## src/isp_pkg.sv

```systemverilog
// Constants, field layouts and carrier types of the I2C register port
package isp_pkg;
  // ----------------------------------------
  // Bus address and byte framing
  // ----------------------------------------
  localparam logic [4:0] BUS_ID_HI = 5'h02;
  localparam logic [3:0] BITS_PER_BYTE = 4'h8;
  localparam logic [3:0] READ_LAST_BIT = 4'h7;
  localparam logic [1:0] RD_FIRST_SEL = 2'h0;
  // ----------------------------------------
  // Register select codes (top three bits of a byte)
  // ----------------------------------------
  localparam logic [2:0] CODE_STATUS = 3'h0;
  localparam logic [2:0] CODE_TONE = 3'h1;
  localparam logic [2:0] CODE_COMMAND = 3'h2;
  localparam logic [2:0] CODE_CONTROL = 3'h3;
  localparam logic [4:0] FIELD_RESET = 5'h00;
  // ----------------------------------------
  // Field positions inside the low five bits
  // ----------------------------------------
  localparam int TONE_ON_BIT = 4;
  localparam int MOD_PICK_BIT = 3;
  localparam int TONE_THR_BIT = 2;
  localparam int DYN_LIMIT_BIT = 4;
  localparam int VPIN_ALLOW_BIT = 3;
  localparam int LIMIT_HI_BIT = 1;
  localparam int LIMIT_LO_BIT = 0;
  localparam int OUT_EN_BIT = 4;
  localparam int HIGH_V_BIT = 1;
  localparam int LOW_V_BIT = 0;
  // ----------------------------------------
  // Avalon register map and interrupt bits
  // ----------------------------------------
  localparam logic [3:0] OFS_IRQ_STATUS = 4'h0;
  localparam logic [3:0] OFS_IRQ_MASK = 4'h4;
  localparam logic [3:0] OFS_REGS = 4'h8;
  localparam logic [3:0] OFS_LINK_CTRL = 4'hC;
  localparam int IRQ_W = 4;
  localparam int IRQ_WRITE = 0;
  localparam int IRQ_READ_END = 1;
  localparam int IRQ_FAULT = 2;
  localparam int IRQ_IGNORED = 3;
  localparam int LINK_ALLOW_BIT = 0;
  localparam int LINK_BUSY_BIT = 1;
  // ----------------------------------------
  // Types
  // ----------------------------------------
  typedef enum logic [2:0] {
    ST_IDLE, ST_ADDR, ST_ADDR_ACK, ST_WR_BYTE, ST_WR_ACK, ST_RD_BYTE, ST_RD_ACK
  } isp_state_t;
  typedef struct packed {
    logic overtemp_flag;
    logic cable_open_flag;
    logic volt_range_flag;
    logic overload_flag;
    logic backflow_flag;
  } isp_faults_t;
  typedef struct packed {
    logic [1:0] chan_en;
    logic high_voltage_pick;
    logic low_voltage_pick;
    logic tone_on;
    logic modulation_pick;
    logic tone_threshold;
    logic dynamic_limit_pick;
    logic voltage_pin_allow;
    logic [1:0] limit_pick;
  } isp_ctl_t;
endpackage

```

## src/isp_i2c_port.sv

```systemverilog
// I2C target register port of a supply controller, with Avalon-MM side
// Behaviour
// - Address with direction one starts read mode
// - Read bytes shift out MSB first
// - Master acknowledge starts another read byte
// - Master no-acknowledge releases line, leaves read
// - Status read returns the fault flags
// - Power-good low: ignore bus, never acknowledge
// - Power-good low: all four registers zero
// - Power-good high: bus works, writes accepted
// - Pins low give address 0001000
// - Pins form the two low address bits
// - Threshold bit ORed with threshold pin
// - Enable bit gates both channels
// - Two-bit current limit selection
// - Five separate fault status flags
// - Direction zero writes a control register
`timescale 1ns/1ns
module isp_i2c_port
  import isp_pkg::*;
(
  input wire logic clk_sys,
  input wire logic rst_n,
  input wire logic ce,
  input wire logic scl_in,
  input wire logic sda_in,
  output logic sda_out,
  output logic sda_oe,
  input wire logic undervoltage_lockout,
  input wire logic bus_id_pin_lo,
  input wire logic bus_id_pin_hi,
  input wire logic tone_threshold_pin,
  input wire isp_faults_t faults,
  output isp_ctl_t ctl,
  input wire logic [3:0] avs_address,
  input wire logic avs_read,
  input wire logic avs_write,
  input wire logic [31:0] avs_writedata,
  output logic [31:0] avs_readdata,
  output logic avs_waitrequest,
  output logic irq
);
  localparam int SYNC_W = 11;
  // Bus lines come out of reset at their idle high level, so no false edge follows reset
  localparam logic [SYNC_W-1:0] SYNC_IDLE = {2'h3, 9'h000};

  // ----------------------------------------
  // Input synchronisation and line events
  // ----------------------------------------
  logic [SYNC_W-1:0] syn;
  logic scl_s, sda_s, pg_s, thr_pin_s;
  logic [1:0] pins_s;
  logic [4:0] fault_s;
  logic scl_d_r, sda_d_r;
  logic [4:0] fault_d_r;
  logic scl_rise, scl_fall, start_ev, stop_ev, active;
  logic link_allow_r;

  isp_sync #(.W(SYNC_W), .RST_VAL(SYNC_IDLE)) u_sync (
    .clk_sys(clk_sys),
    .rst_n(rst_n),
    .ce(ce),
    .d({scl_in, sda_in, undervoltage_lockout, bus_id_pin_hi, bus_id_pin_lo, tone_threshold_pin, faults}),
    .q(syn)
  );
  assign {scl_s, sda_s, pg_s, pins_s, thr_pin_s, fault_s} = syn;

  // Delayed copies for edge detection
  always_ff @(posedge clk_sys or negedge rst_n) begin
    if (!rst_n) begin
      scl_d_r <= 1'b1;
      sda_d_r <= 1'b1;
      fault_d_r <= FIELD_RESET;
    end else if (ce) begin
      scl_d_r <= scl_s;
      sda_d_r <= sda_s;
      fault_d_r <= fault_s;
    end
  end

  // Clock edges, start and stop conditions
  assign scl_rise = ce & scl_s & ~scl_d_r;
  assign scl_fall = ce & ~scl_s & scl_d_r;
  assign start_ev = ce & scl_s & scl_d_r & sda_d_r & ~sda_s;
  assign stop_ev = ce & scl_s & scl_d_r & ~sda_d_r & sda_s;
  assign active = pg_s & link_allow_r;

  // ----------------------------------------
  // Protocol state machine
  // ----------------------------------------
  isp_state_t state_r;
  logic [3:0] cnt_r;
  logic [7:0] shq;
  logic rw_r, ack_seen_r, addr_hit, rx_state, ack_state, byte_done;
  logic [1:0] rd_sel_r;
  logic [4:0] tone_r, command_r, control_r, stat_v;

  // Readback byte: select code on top, fields below
  function automatic logic [7:0] reg_byte(input logic [1:0] sel, input logic [4:0] st,
                                          input logic [4:0] tn, input logic [4:0] cm,
                                          input logic [4:0] ct);
    logic [7:0] b;
    b = {CODE_STATUS, st};
    unique case (sel)
      2'h0: b = {CODE_STATUS, st};
      2'h1: b = {CODE_TONE, tn};
      2'h2: b = {CODE_COMMAND, cm};
      2'h3: b = {CODE_CONTROL, ct};
    endcase
    return b;
  endfunction

  assign stat_v = pg_s ? fault_s : FIELD_RESET;
  assign addr_hit = (shq[7:1] == {BUS_ID_HI, pins_s});
  assign rx_state = (state_r == ST_ADDR) || (state_r == ST_WR_BYTE);
  assign ack_state = (state_r == ST_ADDR_ACK) || (state_r == ST_WR_ACK) || (state_r == ST_RD_ACK);
  assign byte_done = (cnt_r == BITS_PER_BYTE);

  // State transitions on start, stop and falling clock
  always_ff @(posedge clk_sys or negedge rst_n) begin
    if (!rst_n) begin
      state_r <= ST_IDLE;
    end else if (ce) begin
      if (!active) begin
        state_r <= ST_IDLE;
      end else if (start_ev) begin
        state_r <= ST_ADDR;
      end else if (stop_ev) begin
        state_r <= ST_IDLE;
      end else if (scl_fall) begin
        unique case (state_r)
          ST_IDLE: state_r <= ST_IDLE;
          ST_ADDR: begin
            if (byte_done) begin
              state_r <= addr_hit ? ST_ADDR_ACK : ST_IDLE;
            end
          end
          ST_ADDR_ACK: state_r <= rw_r ? ST_RD_BYTE : ST_WR_BYTE;
          ST_WR_BYTE: begin
            if (byte_done) begin
              state_r <= ST_WR_ACK;
            end
          end
          ST_WR_ACK: state_r <= ST_WR_BYTE;
          ST_RD_BYTE: begin
            if (cnt_r == READ_LAST_BIT) begin
              state_r <= ST_RD_ACK;
            end
          end
          ST_RD_ACK: state_r <= ack_seen_r ? ST_RD_BYTE : ST_IDLE;
        endcase
      end
    end
  end

  // Bit counter
  always_ff @(posedge clk_sys or negedge rst_n) begin
    if (!rst_n) begin
      cnt_r <= 4'h0;
    end else if (ce) begin
      if (start_ev || (scl_fall && (ack_state || byte_done))) begin
        cnt_r <= 4'h0;
      end else if ((scl_rise && rx_state) || (scl_fall && state_r == ST_RD_BYTE)) begin
        cnt_r <= cnt_r + 4'h1;
      end
    end
  end

  // Direction bit, master acknowledge and read pointer
  always_ff @(posedge clk_sys or negedge rst_n) begin
    if (!rst_n) begin
      rw_r <= 1'b0;
      ack_seen_r <= 1'b0;
      rd_sel_r <= RD_FIRST_SEL;
    end else if (ce) begin
      if (scl_fall && state_r == ST_ADDR && byte_done) begin
        rw_r <= shq[0];
      end
      if (scl_rise && state_r == ST_RD_ACK) begin
        ack_seen_r <= ~sda_s;
      end
      if (scl_fall && state_r == ST_ADDR_ACK) begin
        rd_sel_r <= RD_FIRST_SEL + 2'h1;
      end else if (scl_fall && state_r == ST_RD_ACK && ack_seen_r) begin
        rd_sel_r <= rd_sel_r + 2'h1;
      end
    end
  end

  // Shift register: receive on rising clock, send on falling clock
  isp_shift #(.W(8)) u_shift (
    .clk_sys(clk_sys),
    .rst_n(rst_n),
    .ce(ce),
    .load(active & scl_fall & (((state_r == ST_ADDR_ACK) & rw_r) | ((state_r == ST_RD_ACK) & ack_seen_r))),
    .load_val((state_r == ST_ADDR_ACK) ? reg_byte(RD_FIRST_SEL, stat_v, tone_r, command_r, control_r)
                                       : reg_byte(rd_sel_r, stat_v, tone_r, command_r, control_r)),
    .shift_en(active & ((scl_rise & rx_state & ~byte_done) |
                        (scl_fall & (state_r == ST_RD_BYTE) & (cnt_r != READ_LAST_BIT)))),
    .bit_in(rx_state ? sda_s : 1'b1),
    .q(shq)
  );

  // Open-drain data line: acknowledge or send a zero bit
  assign sda_out = 1'b0;
  assign sda_oe = active & ((state_r == ST_ADDR_ACK) | (state_r == ST_WR_ACK) |
                            ((state_r == ST_RD_BYTE) & ~shq[7]));

  // ----------------------------------------
  // System registers
  // ----------------------------------------
  logic wr_commit;
  assign wr_commit = active & scl_fall & (state_r == ST_WR_BYTE) & byte_done;

  // Top bits select, low bits stored; status code stores nothing
  always_ff @(posedge clk_sys or negedge rst_n) begin
    if (!rst_n) begin
      tone_r <= FIELD_RESET;
      command_r <= FIELD_RESET;
      control_r <= FIELD_RESET;
    end else if (ce) begin
      if (!pg_s) begin
        tone_r <= FIELD_RESET;
        command_r <= FIELD_RESET;
        control_r <= FIELD_RESET;
      end else if (wr_commit) begin
        unique case (shq[7:5])
          CODE_TONE: tone_r <= shq[4:0];
          CODE_COMMAND: command_r <= shq[4:0];
          CODE_CONTROL: control_r <= shq[4:0];
          default: tone_r <= tone_r;
        endcase
      end
    end
  end

  // Registered control outputs
  always_ff @(posedge clk_sys or negedge rst_n) begin
    if (!rst_n) begin
      ctl <= '0;
    end else if (ce) begin
      ctl.chan_en <= {2{control_r[OUT_EN_BIT]}};
      ctl.high_voltage_pick <= control_r[HIGH_V_BIT];
      ctl.low_voltage_pick <= control_r[LOW_V_BIT];
      ctl.tone_on <= tone_r[TONE_ON_BIT];
      ctl.modulation_pick <= tone_r[MOD_PICK_BIT];
      ctl.tone_threshold <= tone_r[TONE_THR_BIT] | thr_pin_s;
      ctl.dynamic_limit_pick <= command_r[DYN_LIMIT_BIT];
      ctl.voltage_pin_allow <= command_r[VPIN_ALLOW_BIT];
      ctl.limit_pick <= {command_r[LIMIT_HI_BIT], command_r[LIMIT_LO_BIT]};
    end
  end

  // ----------------------------------------
  // Avalon-MM slave and interrupts
  // ----------------------------------------
  logic ack_r, bus_req;
  logic [IRQ_W-1:0] irq_sts_r, irq_mask_r, irq_ev;
  assign bus_req = avs_read | avs_write;
  assign avs_waitrequest = bus_req & ~ack_r;

  // One wait cycle per access
  always_ff @(posedge clk_sys or negedge rst_n) begin
    if (!rst_n) begin
      ack_r <= 1'b0;
    end else if (ce) begin
      ack_r <= bus_req & ~ack_r;
    end
  end

  // Read data captured while waitrequest is high
  always_ff @(posedge clk_sys or negedge rst_n) begin
    if (!rst_n) begin
      avs_readdata <= 32'h0000_0000;
    end else if (ce && avs_read && !ack_r) begin
      unique case (avs_address)
        OFS_IRQ_STATUS: avs_readdata <= {28'h000_0000, irq_sts_r};
        OFS_IRQ_MASK: avs_readdata <= {28'h000_0000, irq_mask_r};
        OFS_REGS: avs_readdata <= {reg_byte(2'h3, stat_v, tone_r, command_r, control_r),
                                   reg_byte(2'h2, stat_v, tone_r, command_r, control_r),
                                   reg_byte(2'h1, stat_v, tone_r, command_r, control_r),
                                   reg_byte(2'h0, stat_v, tone_r, command_r, control_r)};
        OFS_LINK_CTRL: avs_readdata <= {30'h0000_0000, state_r != ST_IDLE, link_allow_r};
        default: avs_readdata <= 32'h0000_0000;
      endcase
    end
  end

  // Events: write byte, read end, fault rise, ignored start
  assign irq_ev[IRQ_WRITE] = wr_commit;
  assign irq_ev[IRQ_READ_END] = active & scl_fall & (state_r == ST_RD_ACK) & ~ack_seen_r;
  assign irq_ev[IRQ_FAULT] = ce & |(fault_s & ~fault_d_r);
  assign irq_ev[IRQ_IGNORED] = start_ev & ~active;

  // Mask, link enable, sticky status with set over clear
  always_ff @(posedge clk_sys or negedge rst_n) begin
    if (!rst_n) begin
      irq_sts_r <= '0;
      irq_mask_r <= '0;
      link_allow_r <= 1'b1;
    end else if (ce) begin
      if (avs_write && ack_r && avs_address == OFS_IRQ_STATUS) begin
        irq_sts_r <= (irq_sts_r & ~avs_writedata[IRQ_W-1:0]) | irq_ev;
      end else begin
        irq_sts_r <= irq_sts_r | irq_ev;
      end
      if (avs_write && ack_r && avs_address == OFS_IRQ_MASK) begin
        irq_mask_r <= avs_writedata[IRQ_W-1:0];
      end
      if (avs_write && ack_r && avs_address == OFS_LINK_CTRL) begin
        link_allow_r <= avs_writedata[LINK_ALLOW_BIT];
      end
    end
  end
  assign irq = |(irq_sts_r & irq_mask_r);
endmodule // isp_i2c_port

```

## src/isp_sync.sv

```systemverilog
// Two-stage synchroniser for inputs from outside the clock domain
`timescale 1ns/1ns
module isp_sync #(
  parameter int W = 1,
  parameter logic [W-1:0] RST_VAL = '0
) (
  input wire logic clk_sys,
  input wire logic rst_n,
  input wire logic ce,
  input wire logic [W-1:0] d,
  output logic [W-1:0] q
);
  logic [W-1:0] meta_r;

  // First stage feeds only the second
  always_ff @(posedge clk_sys or negedge rst_n) begin
    if (!rst_n) begin
      meta_r <= RST_VAL;
      q <= RST_VAL;
    end else if (ce) begin
      meta_r <= d;
      q <= meta_r;
    end
  end
endmodule // isp_sync

```

## src/isp_shift.sv

```systemverilog
// Byte shift register, loads in parallel or shifts left MSB first
`timescale 1ns/1ns
module isp_shift #(
  parameter int W = 8
) (
  input wire logic clk_sys,
  input wire logic rst_n,
  input wire logic ce,
  input wire logic load,
  input wire logic [W-1:0] load_val,
  input wire logic shift_en,
  input wire logic bit_in,
  output logic [W-1:0] q
);
  // Load wins over shift
  always_ff @(posedge clk_sys or negedge rst_n) begin
    if (!rst_n) begin
      q <= '0;
    end else if (ce) begin
      if (load) begin
        q <= load_val;
      end else if (shift_en) begin
        q <= {q[W-2:0], bit_in};
      end
    end
  end
endmodule // isp_shift

```

## config.mk

```make
export PLATFORM = sky130hd
export DESIGN_NAME = isp_i2c_port
export DESIGN_NICKNAME = d
export VERILOG_FILES = /design/src/isp_pkg.sv /design/src/isp_i2c_port.sv /design/src/isp_sync.sv /design/src/isp_shift.sv
export SDC_FILE = /design/constraint.sdc
export NUM_CORES = 1
export LEC_CHECK = 0
export BUFFER_PORTS_ARGS = -buffer_cell sky130_fd_sc_hd__buf_2
export CORE_AREA = 2 2 149 151
export DETAILED_ROUTE_END_ITERATION = 16
export DIE_AREA = 0 0 151 153
export PLACE_DENSITY_LB_ADDON = 0.3
export SLEW_MARGIN = 10
export SYNTH_ARGS = -nofsm -noshare
export SYNTH_HDL_FRONTEND = slang
export SYNTH_SLANG_ARGS = --single-unit
```

## constraint.sdc

```tcl
create_clock -name clk_sys -period 4.4 [get_ports clk_sys]
set_clock_uncertainty 0.2 [all_clocks]
set_input_delay 0.88 -clock clk_sys [delete_from_list [all_inputs] [get_ports clk_sys]]
set_output_delay 0.88 -clock clk_sys [all_outputs]
set_load 0.05 [all_outputs]
```

Word-level counts from Yosys, hierarchy flattened
Cells that the tools add are included.

cells by class
  $add $sub $neg = 2
  eq/ne operators = 27
  multiplexer cells = 32
  bitwise gates (word level) = 50
  reductions and logical operators = 42

operator list
  kind                number
  $pmux 31 s4         1
  $mux 5              10
  $pmux 8 s4          1
  $and 1x1->1         28
  $mux 3              9
  $mux 8              3
  $pmux 3 s7          1
  $logic_and 1x1->1   15
  $ne 5x5->1 const B  3
  $reduce_and 2->1    7
  $eq 3x2->1 const B  4
  $eq 4x4->1 const B  3
  $mux 4              3
  $eq 3x3->1 const B  3
  $not 1->1           9
  $reduce_and 3->1    3
  $and 4x4->4         2
  $eq 4x3->1 const B  2
  $ne 2x2->1 const B  4
  $or 4x4->4          2
  $eq 7x4->1          1
  $eq 3x1->1 const B  2
  $logic_or 1x1->1    6
  $mux 2              3
  20 further kinds    28

storage, ports and cells
  register bits after elaboration = 115
  bits of input ports = 52
  output and inout port bits = 47

Logic depth before layout (Yosys ltp)
Gate-level depths: netlist of run 1.

  depth in word-level cells = 9
  depth in mapped cells = 9

Cells and area by module
Synthesis of run 1 repeated with hierarchy kept, for this count alone.

second synthesis, totals
  cell total of the unflattened synthesis = 471
  area, all modules = 5243.8 µm²

modules (own cells, without submodules)
  module        instances  cells each  area an instance (µm²)  seq. area each (µm²)
  isp_i2c_port  1          382         3992.6                  1855.5
  isp_sync      1          46          825.8                   555.5
  isp_shift     1          43          425.4                   200.2

Worst setup path after synthesis of run 1
OpenSTA, ideal clock, no wires.

  kind = reg-to-output
  from = reg state_r[2]
  to = out sda_oe
  arrival time = 1626 ps
  required time = 3320 ps
  path slack = 1694 ps
  stages on the path, launching flop included = 5
  buffers on the path = 1
  cells stage by stage = dfrtp_1 > buf_2 > nor3b_2 > a21oi_1 > nor2_1

on the way
  longest elaborated chain between the ends = 4
  elaborated cells between the ends (all ways) = 7
  classes of those cells = eq/ne: 3; bitwise: 4

RTL lines
  element                                           line                                      text
  from (decl)                                       isp_i2c_port.sv:91                        isp_state_t state_r;
  from (signal assigned)                            isp_i2c_port.sv:135                       state_r <= addr_hit ? ST_ADDR_ACK : ST_IDLE;
  from (signal assigned)                            isp_i2c_port.sv:138                       ST_ADDR_ACK: state_r <= rw_r ? ST_RD_BYTE : ST_WR_BYTE;
  from (signal assigned)                            isp_i2c_port.sv:150                       ST_RD_ACK: state_r <= ack_seen_r ? ST_RD_BYTE : ST_IDLE;
  $eq 3x2->1, or another cell as far along          isp_i2c_port.sv:206                       assign sda_oe = active & ((state_r == ST_ADDR_ACK) | (state_r == ST_WR_ACK) |
  $or 1x1->1 / $and 1x1->1 (equally long branches)  isp_i2c_port.sv:206, isp_i2c_port.sv:207
  $or 1x1->1 *                                      isp_i2c_port.sv:206
  $and 1x1->1 *                                     isp_i2c_port.sv:206
  to (decl)                                         isp_i2c_port.sv:28                        output logic sda_oe,

Every way passes the cells marked *; elsewhere a longest branch is shown, timed or not.

Final worst setup path of run 1
  from = reg state_r[1]
  to = out sda_oe

Same word-level chain as after synthesis.

==> results of run 1 <==
## cell families (layout without fill, tap and decap cells)
logic type,Yosys count,count (layout),synth area share
AOI/OAI and AO/OA,119,119,0.169
xor gates and xnor gates,4,4,0.00666
adders and majority gates,6,6,0.0143
buffers and inverters,58,95,0.0549
DFF,104,104,0.496
muxes,49,49,0.104
other,1,9,0.000713
and+or+nand+nor,147,147,0.154
## how the worst min path moves through the flow
stage	start	end	slack (ns)	depth (start not counted)
final	avs_readdata[2]	avs_readdata[2]	0.29	2
after global routing	avs_readdata[4]	avs_readdata[4]	0.32	1
after CTS	avs_readdata[2]	avs_readdata[2]	0.30	2
after detailed placement	avs_readdata[2]	avs_readdata[2]	0.28	2
after global placement	avs_readdata[3]	avs_readdata[3]	0.27	2
after floorplan	u_sync.meta_r[2]	u_sync.q[2]	0.25	2
## metal layers
layer / GRT usage / up-vias
met5: 0 / -
met4: 0.0343 / 0
met3: 0.0328 / 11
met2: 0.184 / 93
met1: 0.179 / 1965
li1: - / 1877
## worst max-delay path: stages (launching register included)
cell	delay, ns
dfrtp_1	0.67
nor3b_2	0.58
a21oi_1	0.10
nor2_1	0.17
buf_2	0.29
## report_power, final
part,switching [W],internal [W],total (W)
Sequential,0.000112,0.00107,0.00118
Combinational,0.000310,0.000159,0.000469
Clock,0.000368,0.000500,0.000868
## sequential cells by signal, indices dropped and copies added, names as in the netlist
name           count
irq_mask_r         4
scl_d_r            1
cnt_r              4
sda_d_r            1
ack_r              1
ctl               10
command_r          5
fault_d_r          5
irq_sts_r          4
rd_sel_r           2
u_sync.q          11
ack_seen_r         1
state_r            3
u_shift.q          8
link_allow_r       1
u_sync.meta_r     11
tone_r             5
avs_readdata      21
rw_r               1
control_r          5
## layout by cell type (no fill, tap or decap), types with 3 or more instances in the layout
cell	instances
nand3b_1	7
o211ai_1	13
and3b_1	3
a22o_1	19
a21oi_1	17
mux2_2	45
nor2_1	17
xor2_1	3
a222oi_1	6
conb_1	9
clkbuf_16	9
nor4_1	4
inv_1	12
nand2_1	41
dfstp_2	7
buf_4	5
or3_1	5
mux2i_1	4
a22oi_1	6
ha_1	6
nor2b_1	8
a211o_1	4
and3_1	10
buf_2	60
and4_1	5
nor3b_1	4
a311o_1	4
nand4_1	5
a32o_1	3
nor3_1	8
o221ai_1	5
nand2b_1	4
o21ai_0	22
dfrtp_1	97
nand3_1	15
o2bb2ai_1	3
## cell type report
class | count | area, sq um | area share
Clock buffer | 9 | 225 | 0.0370
Clock inverter | 7 | 95.1 | 0.0156
Inverter | 13 | 48.8 | 0.00803
Multi-Input combinational cell | 334 | 2390 | 0.393
Sequential cell | 104 | 2610 | 0.430
Tap cell | 280 | 350 | 0.0576
Timing Repair Buffer | 66 | 358 | 0.0589
## stage by stage
step	setup WS, ns	cell area (sq um)
5_1_grt	0.981	6080
2_1_floorplan	1.69	5290
3_3_place_gp	1.08	5760
3_5_place_dp	1.08	5760
6_report	1.14	6080
4_1_cts	1.11	6080
==> flow_summary_export.csv, run 1 <==
group,metric,value,unit
setup_path,worstSetupStartpoint,"state_r[1]",
synth,synth.top_cells.by_area,"dfrtp_1, mux2_2, dfstp_2",
pwr,p_leak,2.76,nW
synth,async_flop_share,1.00,
setup_path,endpoint,"sda_oe",
clock_tree,cts-hold-fix-buffers,0,
sta,fin_crit_sh,0.740,
sta,worst_pin_slew,1.06,ns
die,die_w,151,microns
pwr,p_total,0.00252,W
sta,hold-worst-slack,0.294,ns
setup_path,crit_fanout,17,
synth,avgSynthCellArea,10.8,sq um
synth,synth_area_leader_cell,"dfrtp_1",
clock_tree,cts_setup_buffers,0,
clock_tree,cts.sinks,104,
synth,syn_inst,488,
final_layout,final_cells,813,
die,io_pins,99,
synth,yosys_most_used_dff,"dfrtp_1",
clock_tree,cts_inserted_buffers,9,
die,start_util,0.245,
synth,synth-edff-count,0,
placement,port_buffers,61,
clock_tree,root_buffer,"clkbuf_16",
route,drt_iter0_markers,430,
route,topRoutingLayerUsed,"met4",
die,coreArea,21500,sq um
route,drc,0,
sta,rsz0062_at_grt,"false",
clock_tree,h-tree-depth,3,
synth,ys_seq_area_frac,0.496,
sta,layout_min_cycle_time,3.26,ns
setup_path,crit_required,3.32,ns
global_routing,grt_usage,0.124,
final_layout,fin_util,0.283,
sta,final_max_slew_viol_count,0,
global_routing,antenna_found_initial,1,
route,dr_wl_met2,6330,microns
final_layout,layout-area-overhead-vs-synth,15.6,%
clock_tree,clk_pin_slew_worst_paths,0.08,ns
die,dieArea,23100,sq um
clock_tree,cts_buffer_depth,2,
run,drv_cap,0,
global_routing,grt_pass1_wl,22500,microns
route,vias,3946,
global_routing,overflow,0,
final_layout,fin_nets,586,
placement,dpl.cell_count,797,
route,routed_wl,14000,microns
synth,ys_ff_latch,104,
synth,yosys_warnings,0,
setup_path,ff2ff_path_depth,4,
setup_path,regToRegEndpoint,"tone_r[0]",
global_routing,grt_pass1_vias,4001,
clock_tree,clk_latency,0.36,ns
global_routing,grt_max_degree,63,
setup_path,r2r_slack,1.90,ns
placement,globalplace.congestion,0.842,
pwr,pwr_density_cell,414,nW/um^2
outcome,status,"finished clean",
synth,syn_area,5260,sq um
sta,finalSetupViolations,0,
final_layout,fillers,2292,
final_layout,layout-drive-gt1-share,0.263,
final_layout,antenna_cells,0,
setup_path,cp.arrival,2.18,ns
sta,final-hold-violation-count,0,
clock_tree,cts_tree,"yes",
sta,tns,0,ns
setup_path,start_kind,"flop",
synth,synth_commonest_cells,"dfrtp_1, mux2_2, nand2_1",
route,wl_per_cell,17.2,microns
setup_path,r2r-start,"scl_d_r",
route,vias_per_cell,4.85,
synth,yosys.cell_types.count,61,
hold_path,hp-class,"flop to flop",
sta,max_slew_margin,0.288,
die,rows,54,
route,first_pass_iters,4,
setup_path,critPathCaptureType,"output pin",
sta,fmax,0.307,GHz
synth,synth.most_common_cell,"dfrtp_1",
placement,hpwl,10100,microns
route,wl_met3,829,microns
clock_tree,ctsResizeCount,0,
pwr,irDropWorstVdd,150,uV
route,drtAntennaViolNets,0,
route,drt-met1-wl,6660,microns
setup_path,crit_type,"flop to output pin",
die,die_h,153,microns
synth,yosysTopAreaCellShare,0.461,
No activity file was read; power rests on OpenSTA's default activity.
==> run 2: changes to the inputs <==
==> constraint.sdc (replaced) <==
create_clock -name clk_sys -period 2.9 [get_ports clk_sys]
set_clock_uncertainty 0.2 [all_clocks]
set_input_delay 0.58 -clock clk_sys [delete_from_list [all_inputs] [get_ports clk_sys]]
set_output_delay 0.58 -clock clk_sys [all_outputs]
set_load 0.05 [all_outputs]
==> run 2 against run 1 <==
Compared with the run above:
- sequential power rose by 52%
- final cell count grew 1.4%
- first-iteration DRC count decreased by 20%
- utilization rose by 0.19 points
- non-clock buffer count rose by 10
- sequential cell count unchanged
- critical path depth unchanged
- clock-buffer cell count unchanged
- largest cell class unchanged
==> flow_summary_export.csv, run 2 (synthesis gave the netlist of run 1 again) <==
group,metric,value,unit
outcome,status,"finished clean",
clock_tree,cts-hold-fix-buffers,0,
sta,layout_min_cycle_time,2.64,ns
setup_path,regToRegEndpoint,"u_shift.q[1]",
setup_path,r2r_slack,0.57,ns
setup_path,cp.arrival,1.86,ns
sta,tns,0,ns
final_layout,fin_nets,596,
clock_tree,clk_pin_slew_worst_paths,0.08,ns
setup_path,r2r-start,"state_r[0]",
clock_tree,cts_buffer_depth,2,
route,drtAntennaViolNets,0,
global_routing,grt_max_degree,43,
final_layout,mostFrequentLayoutCell,"dfrtp_1",
sta,finalWorstSetupSlack,0.263,ns
die,dieArea,23100,sq um
route,vias,4058,
die,coreArea,21500,sq um
setup_path,start_kind,"flop",
route,first_pass_iters,6,
placement,place_area,5830,sq um
clock_tree,root_buffer,"clkbuf_16",
die,die_h,153,microns
run,drv_cap,0,
final_layout,layout-area-overhead-vs-synth,16.3,%
die,rows,54,
sta,max_slew_margin,0.616,
setup_path,ff2ff_path_depth,4,
clock_tree,cts_setup_buffers,0,
sta,final-hold-violation-count,0,
route,wl_per_cell,16.6,microns
final_layout,largest_reg_flops,21,
setup_path,crit_type,"flop to output pin",
pwr,irDropWorstVdd,305,uV
setup_path,crit_fanout,17,
pwr,pwr_density_cell,605,nW/um^2
clock_tree,h-tree-depth,3,
final_layout,final_area,6120,sq um
placement,hpwl,10100,microns
clock_tree,cts.sinks,104,
setup_path,crit_family,"flip-flops",
hold_path,hp-class,"primary input to async pin",
final_layout,mostFrequentLayoutCells,"dfrtp_1, buf_2, mux2_2",
sta,rsz0062_at_grt,"false",
clock_tree,ctsResizeCount,0,
route,drt_iter0_markers,344,
pwr,p_leak,2.79,nW
clock_tree,clk_latency,0.36,ns
route,drc,0,
sta,fin_crit_sh,0.909,
route,routed_wl,13700,microns
clock_tree,cts_tree,"yes",
sta,finalSetupViolations,0,
global_routing,grt_usage,0.123,
sta,final_max_slew_viol_count,0,
sta,fmax,0.379,GHz
global_routing,overflow,0,
final_layout,largest-register,"avs_readdata",
clock_tree,cts_inserted_buffers,9,
setup_path,crit_chain,"nor3b_2, a21oi_1, nor2_1, buf_2",
final_layout,top_regs,"avs_readdata x21, u_sync.meta_r x11, u_sync.q x11",
die,start_util,0.245,
global_routing,grt_pass1_wl,22400,microns
global_routing,grt_pass1_vias,4069,
placement,globalplace.congestion,0.813,
placement,port_buffers,61,
route,vias_per_cell,4.92,
global_routing,antenna_found_initial,2,
setup_path,max_stage_delay,0.68,ns
sta,worst_pin_slew,0.577,ns
setup_path,slowest_stage,"dfrtp_1",
setup_path,crit_required,2.12,ns
die,die_w,151,microns
setup_path,critPathCaptureType,"output pin",
setup_path,crit_buf_inv,1,
placement,dp_slack,0.419,ns
die,io_pins,99,
final_layout,layout-drive-gt1-share,0.276,
run 2: cell types whose count changed in the layout (fill, tap and decap cells not counted), sizes merged:
| cell | previous run | this run |
|---|---|---|
| clkinv | 4 | 2 |
| diode | 0 | 1 |
| inv | 13 | 17 |
| buf | 66 | 76 |
| bufinv | 2 | 0 |
run 2: worst max-delay path by stage:
stage / startpoint / end / slack (ns) / cells after the start
finish: state_r[1] / sda_oe / 0.26 / 4
CTS: state_r[1] / sda_oe / 0.22 / 4
floorplan: state_r[2] / sda_oe / 0.49 / 4
global placement: ce / state_r[0] / 0.44 / 5
global route: state_r[1] / sda_oe / 0.12 / 4
detailed placement: ce / state_r[0] / 0.42 / 5
run 2: area by class of cell:
class | count | area (sq um)
Antenna cell | 1 | 2.50
Clock buffer | 9 | 225
Clock inverter | 7 | 58.8
Fill cell | 2242 | 15400
Inverter | 13 | 48.8
Multi-Input combinational cell | 334 | 2390
Sequential cell | 104 | 2610
Tap cell | 280 | 350
Timing Repair Buffer | 76 | 433
run 2: power breakdown:
part           switching [W]  leakage [nW]  internal, W
clock               0.000594         0.139     0.000600
combinational       0.000472          1.32     0.000246
sequential          0.000171          1.34      0.00162
run 2: worst reg2reg max path, cell delays in order, from the launching register on:
cell and delay, ns:
dfrtp_1 0.71, nand3b_1 0.25, or4_1 0.56, and4_1 0.27
a211o_1 0.23
run 2: metal layers:
metal | vias to the layer above | track usage | wire, microns
met2 | 120 | 0.183 | 6170
met4 | 2 | 0.0312 | 151
met3 | 16 | 0.0331 | 793
li1 | 1902 | - | -
met1 | 2018 | 0.178 | 6580
met5 | - | 0 | 12
run 2: per-stage QoR:
| step | hold WS [ns] | util | power, W | std cells |
|---|---|---|---|---|
| 2_1_floorplan | 0.0844 | - | 0.00231 | 496 |
| 3_3_place_gp | 0.271 | 0.272 | 0.00252 | 807 |
| 3_5_place_dp | 0.283 | 0.272 | 0.00254 | 807 |
| 4_1_cts | 0.0289 | 0.285 | 0.00375 | 823 |
| 5_1_grt | 0.0483 | 0.285 | 0.00389 | 823 |
| 6_report | 0.0125 | 0.285 | 0.00370 | 824 |
